<file path="config.mk">
export PLATFORM = sky130hd
export DESIGN_NAME = fault_latch_retry_control
export DESIGN_NICKNAME = d
export VERILOG_FILES = /design/src/shared/fault_ctl_pkg.sv /design/src/design/sync2.sv /design/src/design/retry_timer.sv /design/src/design/fault_latch_retry_control.sv
export VERILOG_INCLUDE_DIRS = /design/src /design/src/shared
export SDC_FILE = /design/constraint.sdc
export NUM_CORES = 1
export LEC_CHECK = 0
export BUFFER_PORTS_ARGS = -buffer_cell sky130_fd_sc_hd__buf_2
export CORE_ASPECT_RATIO = 0.7
export CORE_UTILIZATION = 40
export CTS_BUF_LIST = sky130_fd_sc_hd__clkbuf_8
export DETAILED_ROUTE_END_ITERATION = 16
export SETUP_SLACK_MARGIN = 0.2
export SLEW_MARGIN = 30
export SYNTH_ARGS = -nofsm -noshare
export SYNTH_HDL_FRONTEND = slang
export SYNTH_SLANG_ARGS = --single-unit
</file>
<file path="constraint.sdc">
create_clock -name mclk_in -period 3.9 [get_ports mclk_in]
set_clock_uncertainty 0.05 [all_clocks]
set_input_delay 0.39 -clock mclk_in [delete_from_list [all_inputs] [get_ports mclk_in]]
set_output_delay 0.39 -clock mclk_in [all_outputs]
set_load 0.02 [all_outputs]
</file>
<file path="src/shared/fault_ctl_regs.svh">
/*
  timing counts, field positions and reset values for the fault supervisor.
  assumes a 125 MHz core clock; included by bare name.
*/
`ifndef FAULT_CTL_REGS_SVH
`define FAULT_CTL_REGS_SVH

`define CLK_PERIOD_NS 8
`define RETRY_BASE_US 1000
`define RETRY_BASE_CYC ((`RETRY_BASE_US * 1000) / `CLK_PERIOD_NS)
`define RETRY_CNT_MAX 4'hF
`define CFG_RETRY_SEL_BIT 0
`define CFG_UNLIMITED_BIT 1
`define CFG_PERIOD_LSB 2
`define STAT_EXHAUST0_BIT 4
`define STAT_EXHAUST1_BIT 5
`define STAT_POR_BIT 6
`define STAT_UV_BIT 3
`define STAT_RESET_VAL 8'h40
`define SUP_SYNC_RESET_VAL 9'h008

`endif

</file>
<file path="src/shared/fault_ctl_pkg.sv">
/*
  types shared by the fault supervisor modules.
  assumes nothing beyond a SystemVerilog compiler.
*/
package fault_ctl_pkg;
  typedef enum logic [2:0] {
    CH_OFF,
    CH_ON,
    CH_WAIT_CAUSE,
    CH_RETRY_WAIT,
    CH_LATCHED
  } ch_state_type;
endpackage : fault_ctl_pkg

</file>
<file path="src/design/sync2.sv">
/*
  two flip-flop synchroniser for a vector of pin levels.
  assumes inputs are asynchronous levels; output lags by two edges.
*/
`timescale 1ns/1ps
`default_nettype none
module sync2 #(
  parameter int WIDTH = 1,
  parameter logic [WIDTH-1:0] RESET_VAL = '0
) (
  input wire logic mclk_in,
  input wire logic rst_n_in,
  input wire logic [WIDTH-1:0] async_in,
  output logic [WIDTH-1:0] sync_out
);
  logic [WIDTH-1:0] meta_q;

  initial begin
    if (WIDTH < 1) $error("sync2: WIDTH must be at least 1");
  end

  // first stage feeds only the second stage
  always_ff @(posedge mclk_in or negedge rst_n_in) begin
    if (!rst_n_in) begin
      meta_q <= RESET_VAL; // idle level of each pin
      sync_out <= RESET_VAL;
    end else begin
      meta_q <= async_in;
      sync_out <= meta_q;
    end
  end
endmodule : sync2
`default_nettype wire

</file>
<file path="src/design/retry_timer.sv">
/*
  per-channel retry period timer: counts the selected period after a start pulse.
  assumes start is a one-cycle pulse from the same clock domain.
*/
`timescale 1ns/1ps
`default_nettype none
`include "fault_ctl_regs.svh"
module retry_timer #(
  parameter int BASE_CYC = `RETRY_BASE_CYC
) (
  input wire logic mclk_in,
  input wire logic rst_n_in,
  input wire logic start_in,
  input wire logic [1:0] period_sel_in,
  output logic done_out
);
  localparam int CW = $clog2(BASE_CYC * 4 + 1);
  logic [CW-1:0] cnt_q;
  logic run_q;

  initial begin
    if (BASE_CYC < 1) $error("retry_timer: BASE_CYC must be at least 1");
  end

  // load period on start, pulse done when it runs out
  always_ff @(posedge mclk_in or negedge rst_n_in) begin
    if (!rst_n_in) begin
      cnt_q <= '0;
      run_q <= 1'b0;
      done_out <= 1'b0;
    end else begin
      done_out <= 1'b0;
      if (start_in) begin
        cnt_q <= CW'(BASE_CYC * (int'(period_sel_in) + 1));
        run_q <= 1'b1;
      end else if (run_q) begin
        if (cnt_q <= CW'(1)) begin
          run_q <= 1'b0;
          done_out <= 1'b1;
        end else begin
          cnt_q <= cnt_q - CW'(1);
        end
      end
    end
  end
endmodule : retry_timer
`default_nettype wire

</file>
<file path="src/design/fault_latch_retry_control.sv">
/*
  fault supervision for a two-channel power switch: undervoltage latching,
  flag clearing, reset-occurred flag, retry condition and auto-retry.
  assumes analog comparators and pins arrive asynchronously; register
  read/write strobes come from a serial front end on mclk_in.
*/
// Notes on behaviour
// - undervoltage: both channels off, fault low, flag
// - uv gone, no request: fault high, flag kept
// - uv gone, request: on after delatch; read clears
// - auto-retry starts when undervoltage disappears
// - extended range keeps all register contents
// - below 6 V only overtemp; reported later
// - flags cleared on supply loss or read
// - fault switch-off uses fast rate
// - load ground loss open-load; system ground off
// - device ground high: link lost, fail-safe
// - serial access kept during undervoltage
// - supply rise from reset sets reset flag
// - wake with a supply up sets flag
// - no reset when logic supply stayed up
// - only latchable faults retry; uv/ot after cause
// - retry condition is OR of fault flags
// - retry follows config bits and remaining count
// - retry disabled: latchable faults latch immediately
// - retry after period chosen by two bits
// - limited retries: exhaust at 15, one more
`timescale 1ns/1ps
`default_nettype none
`include "fault_ctl_regs.svh"
module fault_latch_retry_control
  import fault_ctl_pkg::*;
#(
  parameter int CHANNELS = 2,
  parameter int RETRY_BASE_CYC = `RETRY_BASE_CYC
) (
  input wire logic mclk_in,
  input wire logic rst_n_in,
  input wire logic pwr_uv_in,
  input wire logic pwr_low6_in,
  input wire logic pwr_por_low_in,
  input wire logic logic_por_low_in,
  input wire logic logic_fail_in,
  input wire logic reset_wake_n_in,
  input wire logic [CHANNELS-1:0] direct_in,
  input wire logic load_gnd_loss_in,
  input wire logic sys_gnd_loss_in,
  input wire logic dev_gnd_high_in,
  input wire logic [CHANNELS-1:0] overcurrent_in,
  input wire logic [CHANNELS-1:0] short_circuit_in,
  input wire logic [CHANNELS-1:0] overtemp_in,
  input wire logic [CHANNELS-1:0] channel_on_request_in,
  input wire logic [CHANNELS-1:0] delatch_in,
  input wire logic status_read_in,
  input wire logic [3:0] retry_config_in,
  input wire logic retry_config_wr_in,
  input wire logic fast_sel_in,
  output logic [CHANNELS-1:0] channel_on_out,
  output logic [CHANNELS-1:0] fast_off_out,
  output logic fault_status_n_out,
  output logic [7:0] status_register_out,
  output logic [3:0] retry_remaining_out,
  output logic [CHANNELS-1:0] open_load_out,
  output logic serial_enable_out,
  output logic fail_safe_out
);
  localparam int NS = 9;

  initial begin
    if (CHANNELS != 2) $error("fault_latch_retry_control: two channels only");
  end

  // pin and comparator levels through two flip-flops
  logic [NS-1:0] s_raw;
  logic [NS-1:0] s;
  logic [CHANNELS-1:0] dir_s;
  assign s_raw = {pwr_uv_in, pwr_low6_in, pwr_por_low_in, logic_por_low_in, logic_fail_in,
                  reset_wake_n_in, load_gnd_loss_in, sys_gnd_loss_in, dev_gnd_high_in};

  // wake pin idles high, so its stages reset high and no false wake follows reset
  sync2 #(.WIDTH(NS), .RESET_VAL(`SUP_SYNC_RESET_VAL)) u_sync_sup (
    .mclk_in(mclk_in),
    .rst_n_in(rst_n_in),
    .async_in(s_raw),
    .sync_out(s)
  );

  sync2 #(.WIDTH(CHANNELS)) u_sync_dir (
    .mclk_in(mclk_in),
    .rst_n_in(rst_n_in),
    .async_in(direct_in),
    .sync_out(dir_s)
  );

  logic uv, low6, vpwr_low, vdd_low, vdd_fail, wake_n, lgnd, sgnd, dgnd;
  assign {uv, low6, vpwr_low, vdd_low, vdd_fail, wake_n, lgnd, sgnd, dgnd} = s;

  // previous levels for edge detection
  logic uv_q, vpwr_low_q, vdd_low_q, wake_q;
  logic [3:0] cfg_q;
  always_ff @(posedge mclk_in or negedge rst_n_in) begin
    if (!rst_n_in) begin
      uv_q <= 1'b0;
      vpwr_low_q <= 1'b1;
      vdd_low_q <= 1'b1;
      wake_q <= 1'b1; // idle awake level
    end else begin
      uv_q <= uv;
      vpwr_low_q <= vpwr_low;
      vdd_low_q <= vdd_low;
      wake_q <= wake_n | (|dir_s);
    end
  end

  logic wake_rise;
  logic por_event;
  logic supply_clear;
  assign wake_rise = (wake_n | (|dir_s)) & ~wake_q;
  // rise of either supply with the other low, or a wake with one supply up;
  // a load supply return with logic supply up does nothing
  assign por_event = (vpwr_low_q & ~vpwr_low & vdd_low_q & vdd_low)
                   | (vdd_low_q & ~vdd_low & vpwr_low_q & vpwr_low)
                   | (wake_rise & (~vpwr_low | ~vdd_low));
  assign supply_clear = (vdd_fail & ~uv) | (vdd_low & vpwr_low);

  // retry configuration register, kept while the logic supply holds
  always_ff @(posedge mclk_in or negedge rst_n_in) begin
    if (!rst_n_in) begin
      cfg_q <= 4'h0;
    end else if (supply_clear) begin
      cfg_q <= 4'h0;
    end else if (retry_config_wr_in) begin
      cfg_q <= retry_config_in;
    end
  end

  logic retry_en;
  logic unlimited;
  assign retry_en = cfg_q[`CFG_RETRY_SEL_BIT];
  assign unlimited = cfg_q[`CFG_UNLIMITED_BIT];

  // reset-occurred flag, cleared by a status read, set wins
  logic por_flag_q;
  always_ff @(posedge mclk_in or negedge rst_n_in) begin
    if (!rst_n_in) begin
      por_flag_q <= 1'b1;
    end else if (por_event) begin
      por_flag_q <= 1'b1;
    end else if (status_read_in) begin
      por_flag_q <= 1'b0;
    end
  end

  // a delatch or reset sequence arms a channel for turn-on after undervoltage
  logic [CHANNELS-1:0] armed_q;
  logic [CHANNELS-1:0] chan_on;
  always_ff @(posedge mclk_in or negedge rst_n_in) begin
    if (!rst_n_in) begin
      armed_q <= '1;
    end else begin
      for (int i = 0; i < CHANNELS; i++) begin
        if (por_event || delatch_in[i]) armed_q[i] <= 1'b1;
        else if (uv) armed_q[i] <= 1'b0;
      end
    end
  end

  // shared undervoltage flag: set on uv, cleared by output on (request
  // inactive at recovery) or by status read after cause gone
  logic uv_flag_q;
  logic uv_read_only_q;
  always_ff @(posedge mclk_in or negedge rst_n_in) begin
    if (!rst_n_in) begin
      uv_flag_q <= 1'b0;
      uv_read_only_q <= 1'b0;
    end else if (uv) begin
      uv_flag_q <= 1'b1;
      uv_read_only_q <= 1'b0;
    end else if (supply_clear) begin
      uv_flag_q <= 1'b0;
    end else begin
      if (uv_q && |channel_on_request_in) uv_read_only_q <= 1'b1;
      if (uv_read_only_q && status_read_in && |armed_q) uv_flag_q <= 1'b0;
      else if (!uv_read_only_q && |chan_on) uv_flag_q <= 1'b0;
    end
  end

  // per-channel fault flags and retry machines
  logic [CHANNELS-1:0] oc_q, sc_q, ot_q, ot_pend_q;
  logic [CHANNELS-1:0] retry_cond;
  logic [CHANNELS-1:0] latched;
  logic [CHANNELS-1:0] tmr_start, tmr_done;
  logic [3:0] rcnt_q [CHANNELS];
  logic [CHANNELS-1:0] exhaust_q, last_q;
  ch_state_type st_q [CHANNELS];

  genvar g;
  generate
    for (g = 0; g < CHANNELS; g++) begin : gen_ch
      logic fault_now;
      logic cause_gone;
      assign retry_cond[g] = oc_q[g] | sc_q[g] | ot_q[g] | uv_flag_q;
      assign fault_now = overcurrent_in[g] | short_circuit_in[g] | uv
                       | ot_pend_q[g] | sgnd;
      assign cause_gone = ~uv & ~overtemp_in[g];
      assign latched[g] = (st_q[g] == CH_LATCHED);

      // fault flags: set wins, cleared by read once cause gone and channel armed
      always_ff @(posedge mclk_in or negedge rst_n_in) begin
        if (!rst_n_in) begin
          oc_q[g] <= 1'b0;
          sc_q[g] <= 1'b0;
          ot_q[g] <= 1'b0;
          ot_pend_q[g] <= 1'b0;
        end else if (supply_clear) begin
          oc_q[g] <= 1'b0;
          sc_q[g] <= 1'b0;
          ot_q[g] <= 1'b0;
          ot_pend_q[g] <= 1'b0;
        end else begin
          ot_pend_q[g] <= overtemp_in[g];
          if (overcurrent_in[g] && !low6) oc_q[g] <= 1'b1;
          else if (status_read_in && armed_q[g]) oc_q[g] <= 1'b0;
          if (short_circuit_in[g] && !low6) sc_q[g] <= 1'b1;
          else if (status_read_in && armed_q[g]) sc_q[g] <= 1'b0;
          if (ot_pend_q[g] && !uv) ot_q[g] <= 1'b1;
          else if (status_read_in && armed_q[g] && !overtemp_in[g]) ot_q[g] <= 1'b0;
        end
      end

      // channel state machine
      always_ff @(posedge mclk_in or negedge rst_n_in) begin
        if (!rst_n_in) begin
          st_q[g] <= CH_OFF;
        end else begin
          case (st_q[g])
            CH_OFF: begin
              if (channel_on_request_in[g] && !fault_now && armed_q[g] && !dgnd) st_q[g] <= CH_ON;
            end
            CH_ON: begin
              if (!channel_on_request_in[g]) st_q[g] <= CH_OFF;
              else if (fault_now) begin
                // undervoltage is held off by the arming logic, not by latching
                if (uv && !retry_en && !sgnd) begin
                  st_q[g] <= CH_OFF;
                end else if (!retry_en || sgnd || (last_q[g] && !unlimited)) begin
                  st_q[g] <= CH_LATCHED;
                end else begin
                  st_q[g] <= CH_WAIT_CAUSE;
                end
              end
            end
            CH_WAIT_CAUSE: begin
              if (cause_gone && retry_cond[g]) st_q[g] <= CH_RETRY_WAIT;
            end
            CH_RETRY_WAIT: begin
              if (uv) st_q[g] <= CH_WAIT_CAUSE;
              else if (tmr_done[g]) st_q[g] <= channel_on_request_in[g] ? CH_ON : CH_OFF;
            end
            CH_LATCHED: begin
              if (delatch_in[g] || por_event) st_q[g] <= CH_OFF;
            end
            default: st_q[g] <= CH_OFF;
          endcase
        end
      end

      assign tmr_start[g] = (st_q[g] == CH_WAIT_CAUSE) && cause_gone && retry_cond[g];

      retry_timer #(.BASE_CYC(RETRY_BASE_CYC)) u_timer (
        .mclk_in(mclk_in),
        .rst_n_in(rst_n_in),
        .start_in(tmr_start[g]),
        .period_sel_in(cfg_q[`CFG_PERIOD_LSB +: 2]),
        .done_out(tmr_done[g])
      );

      // retry counter: counts to 15, then one last retry
      always_ff @(posedge mclk_in or negedge rst_n_in) begin
        if (!rst_n_in) begin
          rcnt_q[g] <= 4'h0;
          exhaust_q[g] <= 1'b0;
          last_q[g] <= 1'b0;
        end else if (por_event || unlimited || dgnd) begin
          rcnt_q[g] <= 4'h0;
          exhaust_q[g] <= 1'b0;
          last_q[g] <= 1'b0;
        end else if (tmr_done[g] && st_q[g] == CH_RETRY_WAIT) begin
          if (rcnt_q[g] == `RETRY_CNT_MAX) begin
            exhaust_q[g] <= 1'b1;
            last_q[g] <= 1'b1;
          end else begin
            rcnt_q[g] <= rcnt_q[g] + 4'h1;
          end
        end
      end
    end
  endgenerate

  // registered outputs
  always_ff @(posedge mclk_in or negedge rst_n_in) begin
    if (!rst_n_in) begin
      channel_on_out <= '0;
      fast_off_out <= '0;
      fault_status_n_out <= 1'b1;
      status_register_out <= `STAT_RESET_VAL;
      retry_remaining_out <= 4'h0;
      open_load_out <= '0;
      serial_enable_out <= 1'b0;
      fail_safe_out <= 1'b0;
    end else begin
      for (int i = 0; i < CHANNELS; i++) begin
        channel_on_out[i] <= (st_q[i] == CH_ON) && !uv && !sgnd;
        fast_off_out[i] <= (st_q[i] == CH_ON) && (uv || sgnd || overcurrent_in[i]
                           || short_circuit_in[i] || ot_pend_q[i] || fast_sel_in);
        open_load_out[i] <= lgnd;
      end
      fault_status_n_out <= !(uv || (|latched));
      status_register_out <= {1'b0, por_flag_q, exhaust_q[1], exhaust_q[0], uv_flag_q,
                              ot_q[0] | ot_q[1], sc_q[0] | sc_q[1], oc_q[0] | oc_q[1]};
      retry_remaining_out <= rcnt_q[0];
      serial_enable_out <= !vdd_low && !dgnd;
      fail_safe_out <= dgnd;
    end
  end
  assign chan_on = channel_on_out;
endmodule : fault_latch_retry_control
`default_nettype wire

</file>
-- Yosys cells after proc, flatten, opt, wreduce, memory -nomap -nowiden
Index checks and enable logic that the tools add are counted.
Widths: inputs -> output; s select.
- add/subtract/negate cells: 5
- mux-type cells: 84
- order comparisons: 2
- reduce and logical (&&, ||, !) cells: 103
- eq/ne operators: 25
- multiply operators: 1
- bitwise operators: 40
- operator list (operator ; count):
    $mux 19 ; 6
    $mux 3 ; 18
    $mux 1 ; 50
    $logic_and 1x1->1 ; 39
    $le 19x1->1 const B ; 2
    $sub 19x1->19 const B ; 2
    $mul 15x32->16 const A ; 1
    $mux 4 ; 8
    $pmux 3 s5 ; 2
    $or 1x1->1 ; 22
    $reduce_bool 2->1 ; 11
    $reduce_bool 3->1 ; 6
    $logic_or 1x1->1 ; 17
    $reduce_and 2->1 ; 7
    $logic_not 1->1 ; 13
    $and 1x1->1 ; 12
    $eq 3x2->1 const B ; 4
    $ne 2x2->1 const B ; 6
    $ne 2x1->1 const B ; 5
    $reduce_and 5->1 ; 2
    $reduce_or 2->1 ; 5
    $add 4x1->4 const B ; 2
    $eq 4x4->1 const B ; 2
    $eq 3x1->1 const B ; 2
    other kinds (7) ; 16
- output and inout port bits: 21
- register bits after elaboration: 120
- logic and storage cells: 302
- bits of input ports: 30

-- Longest topological paths before layout
- depth after elaboration: 10
- mapped depth: 8
- depth with buffers taken out: 8

-- Cells and area by module
Synthesis repeated with hierarchy kept, for this count alone.
- cell total of the unflattened synthesis: 562
- area, all modules: 5860.6 um^2
- modules (own cells, without submodules) (module ; area an instance (um^2) ; cells each ; times used ; sequential area each (um^2)):
    fault_latch_retry_control ; 2429.8 ; 226 ; 1 ; 1411.4
    retry_timer (gen_ch[1].u_timer) ; 1446.4 ; 157 ; 1 ; 525.5
    retry_timer (gen_ch[0].u_timer) ; 1431.4 ; 157 ; 1 ; 525.5
    sync2 (u_sync_sup) ; 452.9 ; 18 ; 1 ; 452.9
    sync2 (u_sync_dir) ; 100.1 ; 4 ; 1 ; 100.1

-- Least setup slack after synthesis
No wires, ideal clock.
- path kind: register to register
- start point: register gen_ch[0].u_timer.cnt_q[10]
- end point: register gen_ch[0].u_timer.cnt_q[1]
- library setup time: 0.072 ns
- slack: 1.512 ns
- cell stages (with the launch flop): 8
- data required time: 3.778 ns
- period minus slack after synthesis: 2.388 ns
- arrival: 2.266 ns
- buffers on the path: 2
- cells stage by stage: dfrtp_1 -> or4_1 -> buf_2 -> or4b_4 -> buf_6 -> o21ai_2 -> mux2_2 -> nor2_1
- word-level cells in the longest chain between the ends: 3
- RTL lines (what ; RTL line ; text):
    from (decl) ; retry_timer.sv:18 ; logic [CW-1:0] cnt_q;
    from (signal assigned) ; retry_timer.sv:34 ; cnt_q <= CW'(BASE_CYC * (int'(period_sel_in) + 1));
    from (signal assigned) ; retry_timer.sv:41 ; cnt_q <= cnt_q - CW'(1);
    $le 19x1->1 ; retry_timer.sv:37 ; if (cnt_q <= CW'(1)) begin
    $ne 2x1->1 (no source line) ; n/a ;
    $reduce_and 2->1 (no source line) ; n/a ;
Every way passes these cells.
A chain may end at the register's enable or synchronous reset.

-- Final worst setup path
- start point: register gen_ch[1].u_timer.cnt_q[13]
- end point: register gen_ch[1].u_timer.cnt_q[1]
- word-level cells in the longest chain between the ends: 3
- RTL lines (what ; RTL line):
    from (decl) ; retry_timer.sv:18
    from (signal assigned) ; retry_timer.sv:34
    from (signal assigned) ; retry_timer.sv:41
    $le 19x1->1 ; retry_timer.sv:37
    $ne 2x1->1 (no source line) ; n/a
    $reduce_and 2->1 (no source line) ; n/a
Every way passes these cells.

==> metrics.md <==
| Metric | Value |
|---|---|
| Status | finished, final reports clean |
| Resized Gates After CTS | 0 |
| CTS tree | built |
| Worst IR Drop VDD | 0.000258 V |
| Clock Root Buffer | clkbuf_8 |
| Antenna-violating nets left | 0 |
| Synth top area cells | dfrtp_1 50%, dfstp_2 4.8%, nor2_1 4.0% |
| YS warnings | 0 |
| DIE HEIGHT | 99.8 um |
| Via count | 3913 |
| Top cell type by total area after synthesis | dfrtp_1 |
| RD Place Congestion | 0.809 |
| Avg Cell Area, Syn | 10.9 sq um |
| Row cnt | 35 |
| 1st-pass router iterations | 4 |
| Max Root-Sink Buffers | 2 |
| Layout cells sized above 1 | 20.1% |
| Setup TNS | 0 ns |
| Max-cap violations | 0 |
| Area occupied by registers | 0.00302 sq mm |
| Fill count | 1216 |
| Fin crit share | 66.8% |
| Power, Total | 3470 uW |
| Area of the multi-input gates | 0.00225 sq mm |
| Layout area overhead | 17.1% |
| Largest net degree at the start of global routing | 60 |
| CP endpoint kind | flip-flop |
| Vias/cell | 5.16 |
| WHS Path Cells | 1 |
| Unique masters post-synth | 62 |
| Iter 0 DRT Violations | 264 |
| Top_reg_cell synth | dfrtp_1 |
| Period minus WS final | 2.60 ns |
| Number of global-route vias before repair | 3616 |
| DPL Wire Length | 8.28 mm |
| Finished Cell Area | 0.00639 sq mm |
| Die X | 142 um |
| Cell with the most instances after synthesis | dfrtp_1 |
| Syn nets | 547 |
| Nets | 604 |
| RSZ-0062 raised after global routing | no |
| Final setup vio count | 0 |
| Number of H-tree levels | 4 |
| Post-synth ARST share | 100% |
| Most instantiated cells after synthesis | 110 x dfrtp_1, 58 x nor2_1, 33 x a21oi_1 |
| Die ar. | 0.0141 sq mm |
| Flops & latches, synth | 120 |
| Max FO, Critical Path | 12 |
| CP required | 4.20 ns |
| CTS sink cnt | 120 |
| PD cells | 542 mW/mm^2 |
| Clock Pin Slew Worst Setup and Hold Paths | 0.07 ns |
| # DRC | 0 |
| Initial Utilization | 41.3% |
| Synthesized cell area | 0.00546 sq mm |
| Static leakage | 0.00275 uW |
| Num CTS Buffers | 17 |
| Max Slew Vio Count | 0 |
| Crit path launch type | flip-flop |
| Hold Path Class | in -> reg |
| Register area share after synthesis | 55.2% |
| Port buffer count | 49 |
| Core area | 0.0132 sq mm |
| Top cell type's share of synthesized area | 50.4% |
| Setup Slack @ Placement | 1.36 ns |
| Hold Violations, Final | 0 |
| Routed length per instance | 15.6 um |
| First-pass GRT wire length | 19.2 mm |
| EDFF count, synth | 0 |
| Grt ovf | 0 |
| Fin worst setup slack | 1.30 ns |
| Synth Instances | 503 |
| # Post-CTS Setup Buffers | 0 |
| Skew-Pair Late Insertion Delay | 0.42 ns |
| Slew @ Worst Pin | 0.948 ns |
| FMAX | 384 MHz |
| Slew HR | 36.5% |
| FF-to-FF path depth | 5 |
| Arrival time of the worst setup path | 2.90 ns |
| IO Pins | 51 |
| GR Util All Layers | 17.9% |
| N_diodes | 0 |
| Initial antenna violation count | 0 |
| DP Area | 0.00583 sq mm |
| Total wire length | 11.9 mm |
| CP Class | reg -> reg |
## final timing paths
path                                                         start                                endpoint  slack, ns
max reg2reg                gen_ch[1].u_timer.cnt_q[13]$_DFFE_PN0P_  gen_ch[1].u_timer.cnt_q[1]$_DFFE_PN0P_       1.30
max                        gen_ch[1].u_timer.cnt_q[13]$_DFFE_PN0P_  gen_ch[1].u_timer.cnt_q[1]$_DFFE_PN0P_       1.30
max in group asynchronous                                 rst_n_in  gen_ch[1].u_timer.cnt_q[0]$_DFFE_PN0P_       2.32
min in group asynchronous                                 rst_n_in        retry_remaining_out[3]$_DFF_PN0_       0.52
min                                                    pwr_low6_in          u_sync_sup.meta_q[7]$_DFF_PN0_       0.05
min reg2reg                         u_sync_sup.meta_q[6]$_DFF_PN0_        u_sync_sup.sync_out[6]$_DFF_PN0_       0.30
## registers in the layout, indices dropped and copies added (netlist names), 4 cells and up
register              count
u_sync_sup.meta_q         9
cfg_q                     4
rcnt_q                    8
retry_remaining_out       4
u_sync_sup.sync_out       9
status_register_out       7
st_q                      6
gen_ch.u_timer.cnt_q     38
## layer usage
| metal | up-vias | track usage (%) | routed length (um) | share of wire [%] |
|---|---|---|---|---|
| met1 | 1931 | 27.7 | 6160 | 52 |
| met4 | 0 | 4.71 | 61 | 0.51 |
| li1 | 1883 | - | - | - |
| met3 | 4 | 5.34 | 609 | 5.1 |
| met2 | 95 | 24.0 | 5030 | 42 |
| met5 | - | 0 | 0 | 0 |
## final cells by class
cell class / instances / share of cell area [%]
inverter: 15 / 0.880
multi-input combinational: 342 / 35.2
clock inverter: 13 / 2.99
clock buffer: 19 / 4.09
sequential: 120 / 47.2
tap: 185 / 3.62
timing repair buffer: 64 / 6.07
## repair_timing
| action | in CTS | in global routing |
|---|---|---|
| endpoints found under the hold margin | 56 | 1 |
| hold buffers | 10 | 1 |
| endpoints found under the setup margin | 0 | 0 |
## cells by family after synthesis
logic type / count (synthesis) / share of synthesized area, %
simple gates: 181 / 18.5
flops: 120 / 55.2
compound gates: 98 / 11.3
buf+inv: 41 / 3.55
xor+xnor: 36 / 5.77
fa+ha+maj: 14 / 3.35
mux: 12 / 2.25
other cells: 1 / 0.0687
## power breakdown
group | switching (uW) | internal, uW | total (uW)
Combinational | 332 | 273 | 605
Clock | 520 | 738 | 1260
Sequential | 172 | 1430 | 1600
## per-stage QoR
step	cells	util, %	hold WS (ns)
floorplan	503	-	0.0444
global placement	715	44.1	0.285
detailed placement	715	44.1	0.285
CTS	757	48.3	0.000518
global route	758	48.4	0.0110
finish	758	48.4	0.0484
## cell usage in the layout (no fill, tap or decap), types with 8 or more instances in the layout
master         netlist  routed
buf_2                2      48
dfstp_2             10      10
inv_1               15      15
a21oi_1             33      33
xor2_1              22      22
dlygate4sd3_1        0      11
nor4_1               8       8
nor3_1              16      16
mux2i_1             10      10
clkbuf_8             0      19
nand3_1             15      15
o21ai_0             24      24
nor2_1              58      58
xnor2_1             14      14
ha_1                13      13
nor2b_1             11      11
dfrtp_1            110     110
nand2_1             20      20
## worst max-delay path, stage by stage (launching register included)
cell	delay (ns)
dfrtp_1	0.42
or4_1	0.61
nand4bb_1	0.51
o21ai_0	0.49
mux2_2	0.38
nor2_1	0.08
No activity file was read; power rests on OpenSTA's default activity.
